==> src/asr_pkg.sv <==
// Constants for the acceleration sample output register bank.
// Assumes byte-wide register addresses from the serial port engine.
package asr_pkg;
    localparam int ADDR_W = 8;
    localparam int SAMPLE_W = 10;
    localparam int BYTE_W = 8;
    localparam int BUF_DEPTH = 2;
    localparam int AXES = 3;

    // Register addresses
    localparam logic [7:0] ADDR_FLAGS = 8'h00;
    localparam logic [7:0] ADDR_X_HIGH = 8'h01;
    localparam logic [7:0] ADDR_X_LOW = 8'h02;
    localparam logic [7:0] ADDR_Y_HIGH = 8'h03;
    localparam logic [7:0] ADDR_Y_LOW = 8'h04;
    localparam logic [7:0] ADDR_Z_HIGH = 8'h05;
    localparam logic [7:0] ADDR_Z_LOW = 8'h06;
    // Control register holding the fast-read bit (kept outside this block)
    localparam logic [7:0] ADDR_CTRL_ONE = 8'h2A;
    localparam int BIT_FAST_READ = 1;

    // Flag register fields
    localparam int BIT_ANY_OVERRUN = 7;
    localparam int BIT_Z_OVERRUN = 6;
    localparam int BIT_Y_OVERRUN = 5;
    localparam int BIT_X_OVERRUN = 4;
    localparam int BIT_ANY_FRESH = 3;
    localparam int BIT_Z_FRESH = 2;
    localparam int BIT_Y_FRESH = 1;
    localparam int BIT_X_FRESH = 0;

    // Axis indices
    localparam int AXIS_X = 0;
    localparam int AXIS_Y = 1;
    localparam int AXIS_Z = 2;

    // Reset values
    localparam logic [2:0] AXIS_FLAGS_RESET = 3'h0;
    localparam logic [9:0] SAMPLE_RESET = 10'h000;
    localparam logic [7:0] PTR_RESET = 8'h00;
    localparam logic [7:0] BYTE_ZERO = 8'h00;
endpackage

==> src/asr_regs.sv <==
// Acceleration sample output registers: flags, six data bytes, read path.
// Assumes a serial port engine issues byte reads and drains a read buffer.
// Function
// - Fast-read mode: auto-increment skips every low-byte register.
// - Normal mode: burst steps X high, X low, Y high, Y low, Z high, Z low.
// - Combined overrun flag bit 7 sets on any overwrite, clears on high reads.
// - Per-axis overrun flags, bits 6..4, set on overwrite, clear on high read.
// - Combined fresh flag bit 3 sets on any new sample, clears after high reads.
// - Per-axis fresh flags, bits 2..0, set on new sample, clear on high read.
// - Samples are 10-bit two's complement; high holds 9..2, low holds 1..0 on top.
// - Data registers sit at 0x01..0x06 right after the flag register.
// - Low byte is valid only directly after its own high-byte read.
// - High-byte read latches the matching low bits against new samples.
// - All flags read zero after reset.
// - Sample registers only update in active mode.
`timescale 1ns/1ps
module asr_regs #(
    parameter int DEPTH = asr_pkg::BUF_DEPTH
)
(
    // Clock and reset
    input wire logic clk_sys,
    input wire logic reset_n,
    // Mode
    input wire logic active,
    input wire logic fast_read,
    // Sample input
    input wire logic smp_valid,
    input wire logic [2:0] smp_axis_en,
    input wire logic [9:0] smp_x,
    input wire logic [9:0] smp_y,
    input wire logic [9:0] smp_z,
    // Read request
    input wire logic rd_req,
    input wire logic rd_load,
    input wire logic [7:0] rd_addr,
    output logic rd_ready,
    // Read data
    output logic out_valid,
    output logic [7:0] out_data,
    input wire logic out_ready
);

    typedef enum logic [1:0] {
        PAIR_NONE = 2'b01,
        PAIR_HELD = 2'b10
    } asr_pair_type;

    localparam int PW = (DEPTH > 1) ? $clog2(DEPTH) : 1;
    localparam int CW = $clog2(DEPTH + 1);

    function automatic logic [2:0] high_sel(input logic [7:0] a);
        high_sel = {a == asr_pkg::ADDR_Z_HIGH, a == asr_pkg::ADDR_Y_HIGH,
                    a == asr_pkg::ADDR_X_HIGH};
    endfunction

    function automatic logic [2:0] low_sel(input logic [7:0] a);
        low_sel = {a == asr_pkg::ADDR_Z_LOW, a == asr_pkg::ADDR_Y_LOW,
                   a == asr_pkg::ADDR_X_LOW};
    endfunction

    function automatic logic [7:0] step_addr(input logic [7:0] a, input logic fast);
        logic [7:0] n;
        n = a + 8'h01;
        if (fast && (a == asr_pkg::ADDR_Z_HIGH))
            n = asr_pkg::ADDR_FLAGS;
        else if (fast && (|high_sel(a)))
            n = a + 8'h02;
        else if (a == asr_pkg::ADDR_Z_LOW)
            n = asr_pkg::ADDR_FLAGS;
        step_addr = n;
    endfunction

    // State
    logic [9:0] sample [3];
    logic [2:0] fresh;
    logic [2:0] overrun;
    logic any_fresh;
    logic any_overrun;
    logic [7:0] ptr;
    logic [1:0] shadow_bits;
    logic [2:0] shadow_axis;
    asr_pair_type pair_state;
    asr_pair_type next_pair_state;

    // Buffer
    logic [7:0] buf_mem [DEPTH];
    logic [PW-1:0] wr_ptr;
    logic [PW-1:0] rd_ptr;
    logic [CW-1:0] count;

    // Read decode
    wire rd_fire = rd_req && rd_ready;
    wire [7:0] cur_addr = rd_load ? rd_addr : ptr;
    wire [2:0] hi_hit = high_sel(cur_addr);
    wire [2:0] lo_hit = low_sel(cur_addr);
    wire [2:0] hi_read = rd_fire ? hi_hit : 3'h0;
    wire [7:0] next_ptr = step_addr(cur_addr, fast_read);

    // Sample and flag events
    wire [2:0] new_smp = (smp_valid && active) ? smp_axis_en : 3'h0;
    wire [2:0] keep_fresh = fresh & ~hi_read;
    wire [2:0] keep_over = overrun & ~hi_read;
    wire [2:0] lost = new_smp & keep_fresh;
    wire [2:0] next_fresh = new_smp | keep_fresh;
    wire [2:0] next_overrun = lost | keep_over;
    wire next_any_fresh = (|new_smp) | (any_fresh & (|keep_fresh));
    wire next_any_overrun = (|lost) | (any_overrun & (|keep_over));

    wire [9:0] sample_x = sample[asr_pkg::AXIS_X];
    wire [9:0] sample_y = sample[asr_pkg::AXIS_Y];
    wire [9:0] sample_z = sample[asr_pkg::AXIS_Z];
    wire [9:0] hi_sample = hi_hit[asr_pkg::AXIS_X] ? sample_x :
                           hi_hit[asr_pkg::AXIS_Y] ? sample_y : sample_z;

    wire [7:0] flag_byte = {any_overrun, overrun[asr_pkg::AXIS_Z], overrun[asr_pkg::AXIS_Y],
                            overrun[asr_pkg::AXIS_X], any_fresh, fresh[asr_pkg::AXIS_Z],
                            fresh[asr_pkg::AXIS_Y], fresh[asr_pkg::AXIS_X]};
    wire low_ok = (pair_state == PAIR_HELD) && (|lo_hit) && (lo_hit == shadow_axis);
    wire [7:0] high_byte = hi_sample[9:2];
    wire [7:0] low_byte = low_ok ? {shadow_bits, 6'h00} : asr_pkg::BYTE_ZERO;
    wire [7:0] rd_byte = (cur_addr == asr_pkg::ADDR_FLAGS) ? flag_byte :
                         (|hi_hit) ? high_byte :
                         (|lo_hit) ? low_byte : asr_pkg::BYTE_ZERO;

    // Buffer handshake; a full buffer stalls further reads
    wire buf_pop = out_valid && out_ready;
    assign rd_ready = (count != CW'(DEPTH));
    assign out_valid = (count != '0);
    assign out_data = buf_mem[rd_ptr];

    function automatic logic [PW-1:0] wrap_inc(input logic [PW-1:0] p);
        wrap_inc = (p == PW'(DEPTH - 1)) ? '0 : p + PW'(1);
    endfunction

    // Pairing of high and low reads
    always_comb
    begin
        next_pair_state = pair_state;
        case (pair_state)
            PAIR_NONE:
                if (rd_fire && (|hi_hit))
                    next_pair_state = PAIR_HELD;
            PAIR_HELD:
                if (rd_fire && !(|hi_hit))
                    next_pair_state = PAIR_NONE;
            default:
                next_pair_state = PAIR_NONE;
        endcase
    end

    always_ff @(posedge clk_sys or negedge reset_n)
    begin
        if (!reset_n)
        begin
            fresh <= asr_pkg::AXIS_FLAGS_RESET;
            overrun <= asr_pkg::AXIS_FLAGS_RESET;
            any_fresh <= 1'b0;
            any_overrun <= 1'b0;
        end
        else
        begin
            fresh <= next_fresh;
            overrun <= next_overrun;
            any_fresh <= next_any_fresh;
            any_overrun <= next_any_overrun;
        end
    end

    always_ff @(posedge clk_sys or negedge reset_n)
    begin
        if (!reset_n)
        begin
            for (int i = 0; i < asr_pkg::AXES; i++)
                sample[i] <= asr_pkg::SAMPLE_RESET;
        end
        else
        begin
            if (new_smp[asr_pkg::AXIS_X])
                sample[asr_pkg::AXIS_X] <= smp_x;
            if (new_smp[asr_pkg::AXIS_Y])
                sample[asr_pkg::AXIS_Y] <= smp_y;
            if (new_smp[asr_pkg::AXIS_Z])
                sample[asr_pkg::AXIS_Z] <= smp_z;
        end
    end

    always_ff @(posedge clk_sys or negedge reset_n)
    begin
        if (!reset_n)
        begin
            ptr <= asr_pkg::PTR_RESET;
            pair_state <= PAIR_NONE;
            shadow_bits <= 2'h0;
            shadow_axis <= 3'h0;
        end
        else
        begin
            pair_state <= next_pair_state;
            if (rd_fire)
                ptr <= next_ptr;
            if (rd_fire && (|hi_hit))
            begin
                shadow_bits <= hi_sample[1:0];
                shadow_axis <= hi_hit;
            end
        end
    end

    always_ff @(posedge clk_sys or negedge reset_n)
    begin
        if (!reset_n)
        begin
            wr_ptr <= '0;
            rd_ptr <= '0;
            count <= '0;
        end
        else
        begin
            if (rd_fire)
                wr_ptr <= wrap_inc(wr_ptr);
            if (buf_pop)
                rd_ptr <= wrap_inc(rd_ptr);
            if (rd_fire && !buf_pop)
                count <= count + CW'(1);
            else if (buf_pop && !rd_fire)
                count <= count - CW'(1);
        end
    end

    always_ff @(posedge clk_sys)
    begin
        if (rd_fire)
            buf_mem[wr_ptr] <= rd_byte;
    end
endmodule // asr_regs

==> config.mk <==
export PLATFORM = sky130hd
export DESIGN_NAME = asr_regs
export DESIGN_NICKNAME = d
export VERILOG_FILES = /design/src/asr_pkg.sv /design/src/asr_regs.sv
export SDC_FILE = /design/constraint.sdc
export NUM_CORES = 1
export LEC_CHECK = 0
export BUFFER_PORTS_ARGS = -buffer_cell sky130_fd_sc_hd__buf_2
export CORE_MARGIN = 1
export CORE_UTILIZATION = 30
export CTS_CLUSTER_DIAMETER = 200
export DETAILED_ROUTE_END_ITERATION = 12
export GPL_TIMING_DRIVEN = 0
export PLACE_DENSITY_LB_ADDON = 0.05
export SLEW_MARGIN = 15
export SYNTH_ARGS = -nofsm -noshare
export SYNTH_HDL_FRONTEND = slang
export SYNTH_SLANG_ARGS = --single-unit
==> constraint.sdc <==
create_clock -name clk_sys -period 3.8 [get_ports clk_sys]
set_input_delay 0.19 -clock clk_sys [delete_from_list [all_inputs] [get_ports clk_sys]]
set_output_delay 0.19 -clock clk_sys [all_outputs]
set_load 0.005 [all_outputs]
Word level (Yosys, flattened, before mapping)
Memories as Yosys holds them, arrays and structs flattened.
Cells that the tools add are included.
Widths: inputs -> output; s select.
{ "totals": {"register_bits": 57, "latch_bits": 0, "mem_bits_rw": 16, "mem_bits_ro": 0, "inputBits": 49, "out_inout_bits": 10, "elab_cells": 88, "mem_count": 1} }
{ "mem_list": {"columns": ["name", "depth", "width", "read_ports", "rd_clocked_by_memory_dff", "write_ports", "line_no", "source"], "rows": [
  ["buf_mem", 2, 8, 1, 0, 1, "asr_regs.sv:87", "logic [7:0] buf_mem [DEPTH];"]
]} }
{ "op_classes": {"addsub": 6, "multipliers": 0, "div_mod_pow": 0, "order_cmp": 0, "eq_ne": 12, "shift": 0, "muxes": 21, "bitwise_logic": 10, "n_reduce_logical": 24} }
{ "op_table": {"columns": ["operator", "count"], "rows": [
  ["$mux 8", 8],
  ["$eq 8x3->1 const B", 3],
  ["$mux 10", 2],
  ["$reduce_or 3->1", 6],
  ["$eq 8x2->1 const B", 2],
  ["$logic_and 1x1->1", 11],
  ["$and 3x3->3", 3],
  ["$add 8x1->8 const B", 1],
  ["$add 8x2->8 const B", 1],
  ["$eq 8x1->1 const B", 1],
  ["$logic_not 8->1", 1],
  ["$mux 2", 4],
  ["$mux 3", 2],
  ["$or 3x3->3", 2],
  ["$mux 1", 4],
  ["$ne 2x2->1 const B", 2],
  ["$pmux 2 s2", 1],
  ["$reduce_bool 2->1", 2],
  ["$eq 3x3->1", 1],
  ["$logic_not 1->1", 3],
  ["$not 3->3", 1],
  ["$add 1x1->1 const B", 2],
  ["$add 2x1->2 const B", 1],
  ["$and 1x1->1", 2],
  ["other kinds (6)", 7]
]} }

Logic depth before layout (Yosys ltp)
{ "logic_depth": {"depth_word": 9, "depth_mapped": 11, "mapped_depth_nobuf": 8} }

Worst setup path before layout
OpenSTA, ideal clock, no wires.
{ "synth_timing": {"path_type": "input to register", "startpoint": "input rd_load", "endpoint": "memory buf_mem[0][6] (data pin)", "setup_time_ns": 0.169, "arrival_time_ns": 2.376, "t_required_ns": 3.631, "path_slack_ns": 1.255, "stages": 11, "n_path_buf": 3, "cell_sequence": "buf_2 -> clkbuf_1 -> mux2i_1 -> inv_1 -> ha_1 -> bufbuf_8 -> a21bo_2 -> nand2_1 -> nor3_1 -> nand4_1 -> o21ai_0"} }
{ "synth_between": {"elab_chain_len": 9, "elab_cells_between_ends": 19} }
{ "synth_rtl": {"columns": ["element", "line_no", "source"], "rows": [
  ["from (decl)", "asr_regs.sv:35", "input wire logic rd_load,"],
  ["$mux 8 (*)", "asr_regs.sv:94", "wire [7:0] cur_addr = rd_load ? rd_addr : ptr;"],
  ["$eq 8x2->1 / $eq 8x3->1 (equally long branches)", "asr_regs.sv:59, asr_regs.sv:58", null],
  ["$reduce_or 3->1", "asr_regs.sv:119, asr_regs.sv:124", null],
  ["$logic_and 1x1->1 (2 in a row)", "asr_regs.sv:119", "wire low_ok = (pair_state == PAIR_HELD) && (|lo_hit) && (lo_hit == shadow_axis);"],
  ["$mux 8", "asr_regs.sv:121", "wire [7:0] low_byte = low_ok ? {shadow_bits, 6'h00} : asr_pkg::BYTE_ZERO;"],
  ["$mux 8", "asr_regs.sv:124", "(|lo_hit) ? low_byte : asr_pkg::BYTE_ZERO;"],
  ["$mux 8", "asr_regs.sv:123", "(|hi_hit) ? high_byte :"],
  ["$mux 8 (*)", "asr_regs.sv:122", "wire [7:0] rd_byte = (cur_addr == asr_pkg::ADDR_FLAGS) ? flag_byte :"],
  ["named net rd_byte[6]", "asr_regs.sv:122", null],
  ["to (decl)", "asr_regs.sv:87", null]
]} }
Mark *: on every way through the listed nets, which the timed path passes. The rest lies on a longest branch.

Worst setup path in the final report
{ "layout_timing": {"startpoint": "input rd_load", "endpoint": "memory buf_mem[1][6] (data pin)"} }
Same word-level chain as after synthesis.

==> out/metrics.csv <==
stage,metric,value,unit
global_route,grt_max_degree,46,
timing,final.setup.tns,0,ns
cts,clkSinkCount,73,
cts,root_buffer,clkbuf_16,
setup_path,cp_top_family,buffers and inverters,
floorplanning,die_x,113,µm
logic_synthesis,mappedNetlistNets,380,
timing,setup_viol,0,
floorplanning,die_h,113,µm
logic_synthesis,synth_top_cell_by_area,dfrtp_1,
setup_path,slowest_stage,clkbuf_1,
drt,wl_met3,342,µm
power_and_ir_drop,power_leakage,1.98,nW
floorplanning,start_util,30.9,%
final_layout,antenna_cells,0,
drt,wl_met2,3650,µm
timing,fmax,328,MHz
setup_path,path_cells,buf_2 > buf_2 > clkbuf_1 > mux2i_1 > inv_1 > ha_1 > bufbuf_8 > a21bo_2 > nand2_1 > nor3_1 > nand4_1 > o21ai_0,
logic_synthesis,synth_seq_area_share,51.4,%
setup_path,startpoint_type,primary input,
outcome,status,"complete, no violations",
setup_path,cp.buffers_inverters,5,
drt,wirelength_met1,4780,µm
floorplanning,fp-row-count,40,
worst_hold_path,min_path_type,in -> reg,
setup_path,critPathMaxStageDelay,0.47,ns
setup_path,critPathCaptureType,flop,
timing,finClkSkew,0.00456,ns
logic_synthesis,syn-instance-count,325,
cts,clock_path_buffers,2,
cts,insertion_delay,0.33,ns
drt,wl_per_cell,16.2,µm
power_and_ir_drop,power_density,628,nW/µm²
final_layout,syn2layout_area_growth,21.9,%
logic_synthesis,syn-cell-area,3710,µm²
drt,vias,2622,
place,postPlaceCellArea,4220,µm²
setup_path,crit_top_cell,buf_2,
floorplanning,core_area,12000,µm²
global_route,antenna_found_initial,0,
setup_path,crit_type,in -> reg,
final_layout,final_common_cell,buf_2,
timing,worst_pin_slew,0.682,ns
setup_path,crit_required,3.89,ns
drt,drtAntennaViolNets,0,
power_and_ir_drop,irDropWorstVdd,215,µV
setup_path,cp.arrival,3.14,ns
setup_path,cp_max_fo,10,
global_route,grt_pass1_wl,14500,µm
drt,wl,8880,µm
timing,drv_slew,0,
place,gp_congestion,0.776,
timing,period_needed,3.05,ns
cts,cts_buffers,9,
logic_synthesis,ys_ff_latch,73,
logic_synthesis,async_flop_share,78.1,%
timing,hold_ws,0.0872,ns
timing,relSlewSlack,54.3,%
cts,cts_tree,done,
place,placed_cells,531,
cts,htreeDepth,3,
place,portBuffers,58,
final_layout,final_cell_mix,"58 x buf_2, 56 x dfrtp_1, 41 x mux2_2",
logic_synthesis,synth_edf_count,16,
logic_synthesis,yosysTopAreaCellShare,37.8,%
flow_run,cap_violations,0,
drt,drtPass1Iterations,4,
final_layout,design_area,4520,µm²
logic_synthesis,yosys-top-cells-area,"dfrtp_1 38%, edfxtp_1 13%, mux2_2 12%",
logic_synthesis,synth_warnings,0,
timing,period_share,80.3,%
timing,hold_viol,0,
drt,drt-vias-per-instance,4.78,
final_layout,layoutNonFillerInstCount,548,
drt,drtIter0Drc,140,
global_route,gr-usage-all-layers,15.1,%
place,place_hpwl,6660,µm
global_route,grt_overflow_total,0,
global_route,first_global_vias,2675,
final_layout,drive_above_1_share,34.4,%
floorplanning,die_area,12800,µm²
drt,maxUsedRoutingLayer,met4,
final_layout,nets,451,
cts,path_clk_slew,0.06,ns
power_and_ir_drop,finalPower,0.00284,W
drt,drc,0,
logic_synthesis,synthFlopType,dfrtp_1,
floorplanning,num_io_pins,59,
logic_synthesis,synthDistinctLibCells,55,
timing,rsz0062_at_grt,no,
logic_synthesis,synth_area_per_cell,11.4,µm²
[final timing paths]
kind	start	to	slack (ns)	cells past startpoint
max in group asynchronous	reset_n	pair_state[0]	2.99	3
worst min-delay path	smp_y[2]	sample_y[2]	0.09	2
worst max register to register	ptr[0]	buf_mem[1][6]	1.04	9
worst min register to register	shadow_bits[0]	shadow_bits[0]	0.48	1
min in group asynchronous	reset_n	sample_x[6]	0.26	2
worst max-delay path	rd_load	buf_mem[1][6]	0.75	12
[per-layer routing]
| metal | track usage (%) | vias up |
|---|---|---|
| met1 | 22.7 | 1253 |
| met2 | 21.1 | 42 |
| met5 | 0 | - |
| li1 | - | 1319 |
| met3 | 3.43 | 8 |
| met4 | 5.00 | 0 |
[area by class of cell]
class | instances | area, µm²
clock inverters | 4 | 51.3
flip-flops and latches | 73 | 1910
fillers | 1241 | 7490
clock buffers | 12 | 246
multi-input cells | 231 | 1680
plain buffers | 12 | 90.1
well taps | 147 | 184
repair buffers | 60 | 330
inverters | 9 | 33.8
[logic make-up after synthesis]
| group | synth area share (%) |
|---|---|
| buffers and inverters | 3.34 |
| adders and majority gates | 2.02 |
| xor gates and xnor gates | 2.83 |
| and+or+nand+nor | 12.5 |
| muxes | 15.2 |
| DFF | 51.4 |
| AOI/OAI and AO/OA | 12.6 |
[through the flow]
step                util (%)  setup WS [ns]
finish                  37.7          0.750
detailed placement      35.1          0.340
floorplan                  -           1.26
CTS                     37.7          0.692
global route            37.7          0.402
global placement        34.8          0.319
[flip-flops by register name, indices dropped and copies added, names as in the netlist]
| register | cells |
|---|---|
| sample_y | 10 |
| any_fresh | 1 |
| overrun | 3 |
| fresh | 3 |
| sample_z | 10 |
| count | 2 |
| wr_ptr | 1 |
| rd_ptr | 1 |
| ptr | 8 |
| shadow_axis | 3 |
| sample_x | 10 |
| shadow_bits | 2 |
| pair_state | 2 |
| any_overrun | 1 |
| buf_mem | 16 |
[timing repair]
action,CTS,global route
hold buffers,1,0
endpoints found under the hold margin,12,0
setup buffers,0,0
resized for setup,0,0
[synth_stat cells (3+ instances only)]
master	instances
nand3_1	9
a22o_1	8
o21ai_0	6
nor2_1	22
xnor2_1	5
nand2_2	4
a21o_1	7
a21oi_1	11
o21ai_1	9
dfrtp_1	56
a31oi_1	6
and3_1	3
ha_1	6
a22oi_1	3
clkbuf_1	6
nand2_1	39
nor2b_1	4
mux2_2	41
inv_1	9
xor2_1	7
edfxtp_1	16
mux2i_1	7
[power by group]
part	leakage [nW]	total (W)	internal (W)	switching, W
clock	0.143	0.000855	0.000528	0.000327
sequential	0.818	0.00116	0.00103	0.000124
combinational	1.02	0.000829	0.000400	0.000429
Power figures use the tool's default switching activity.
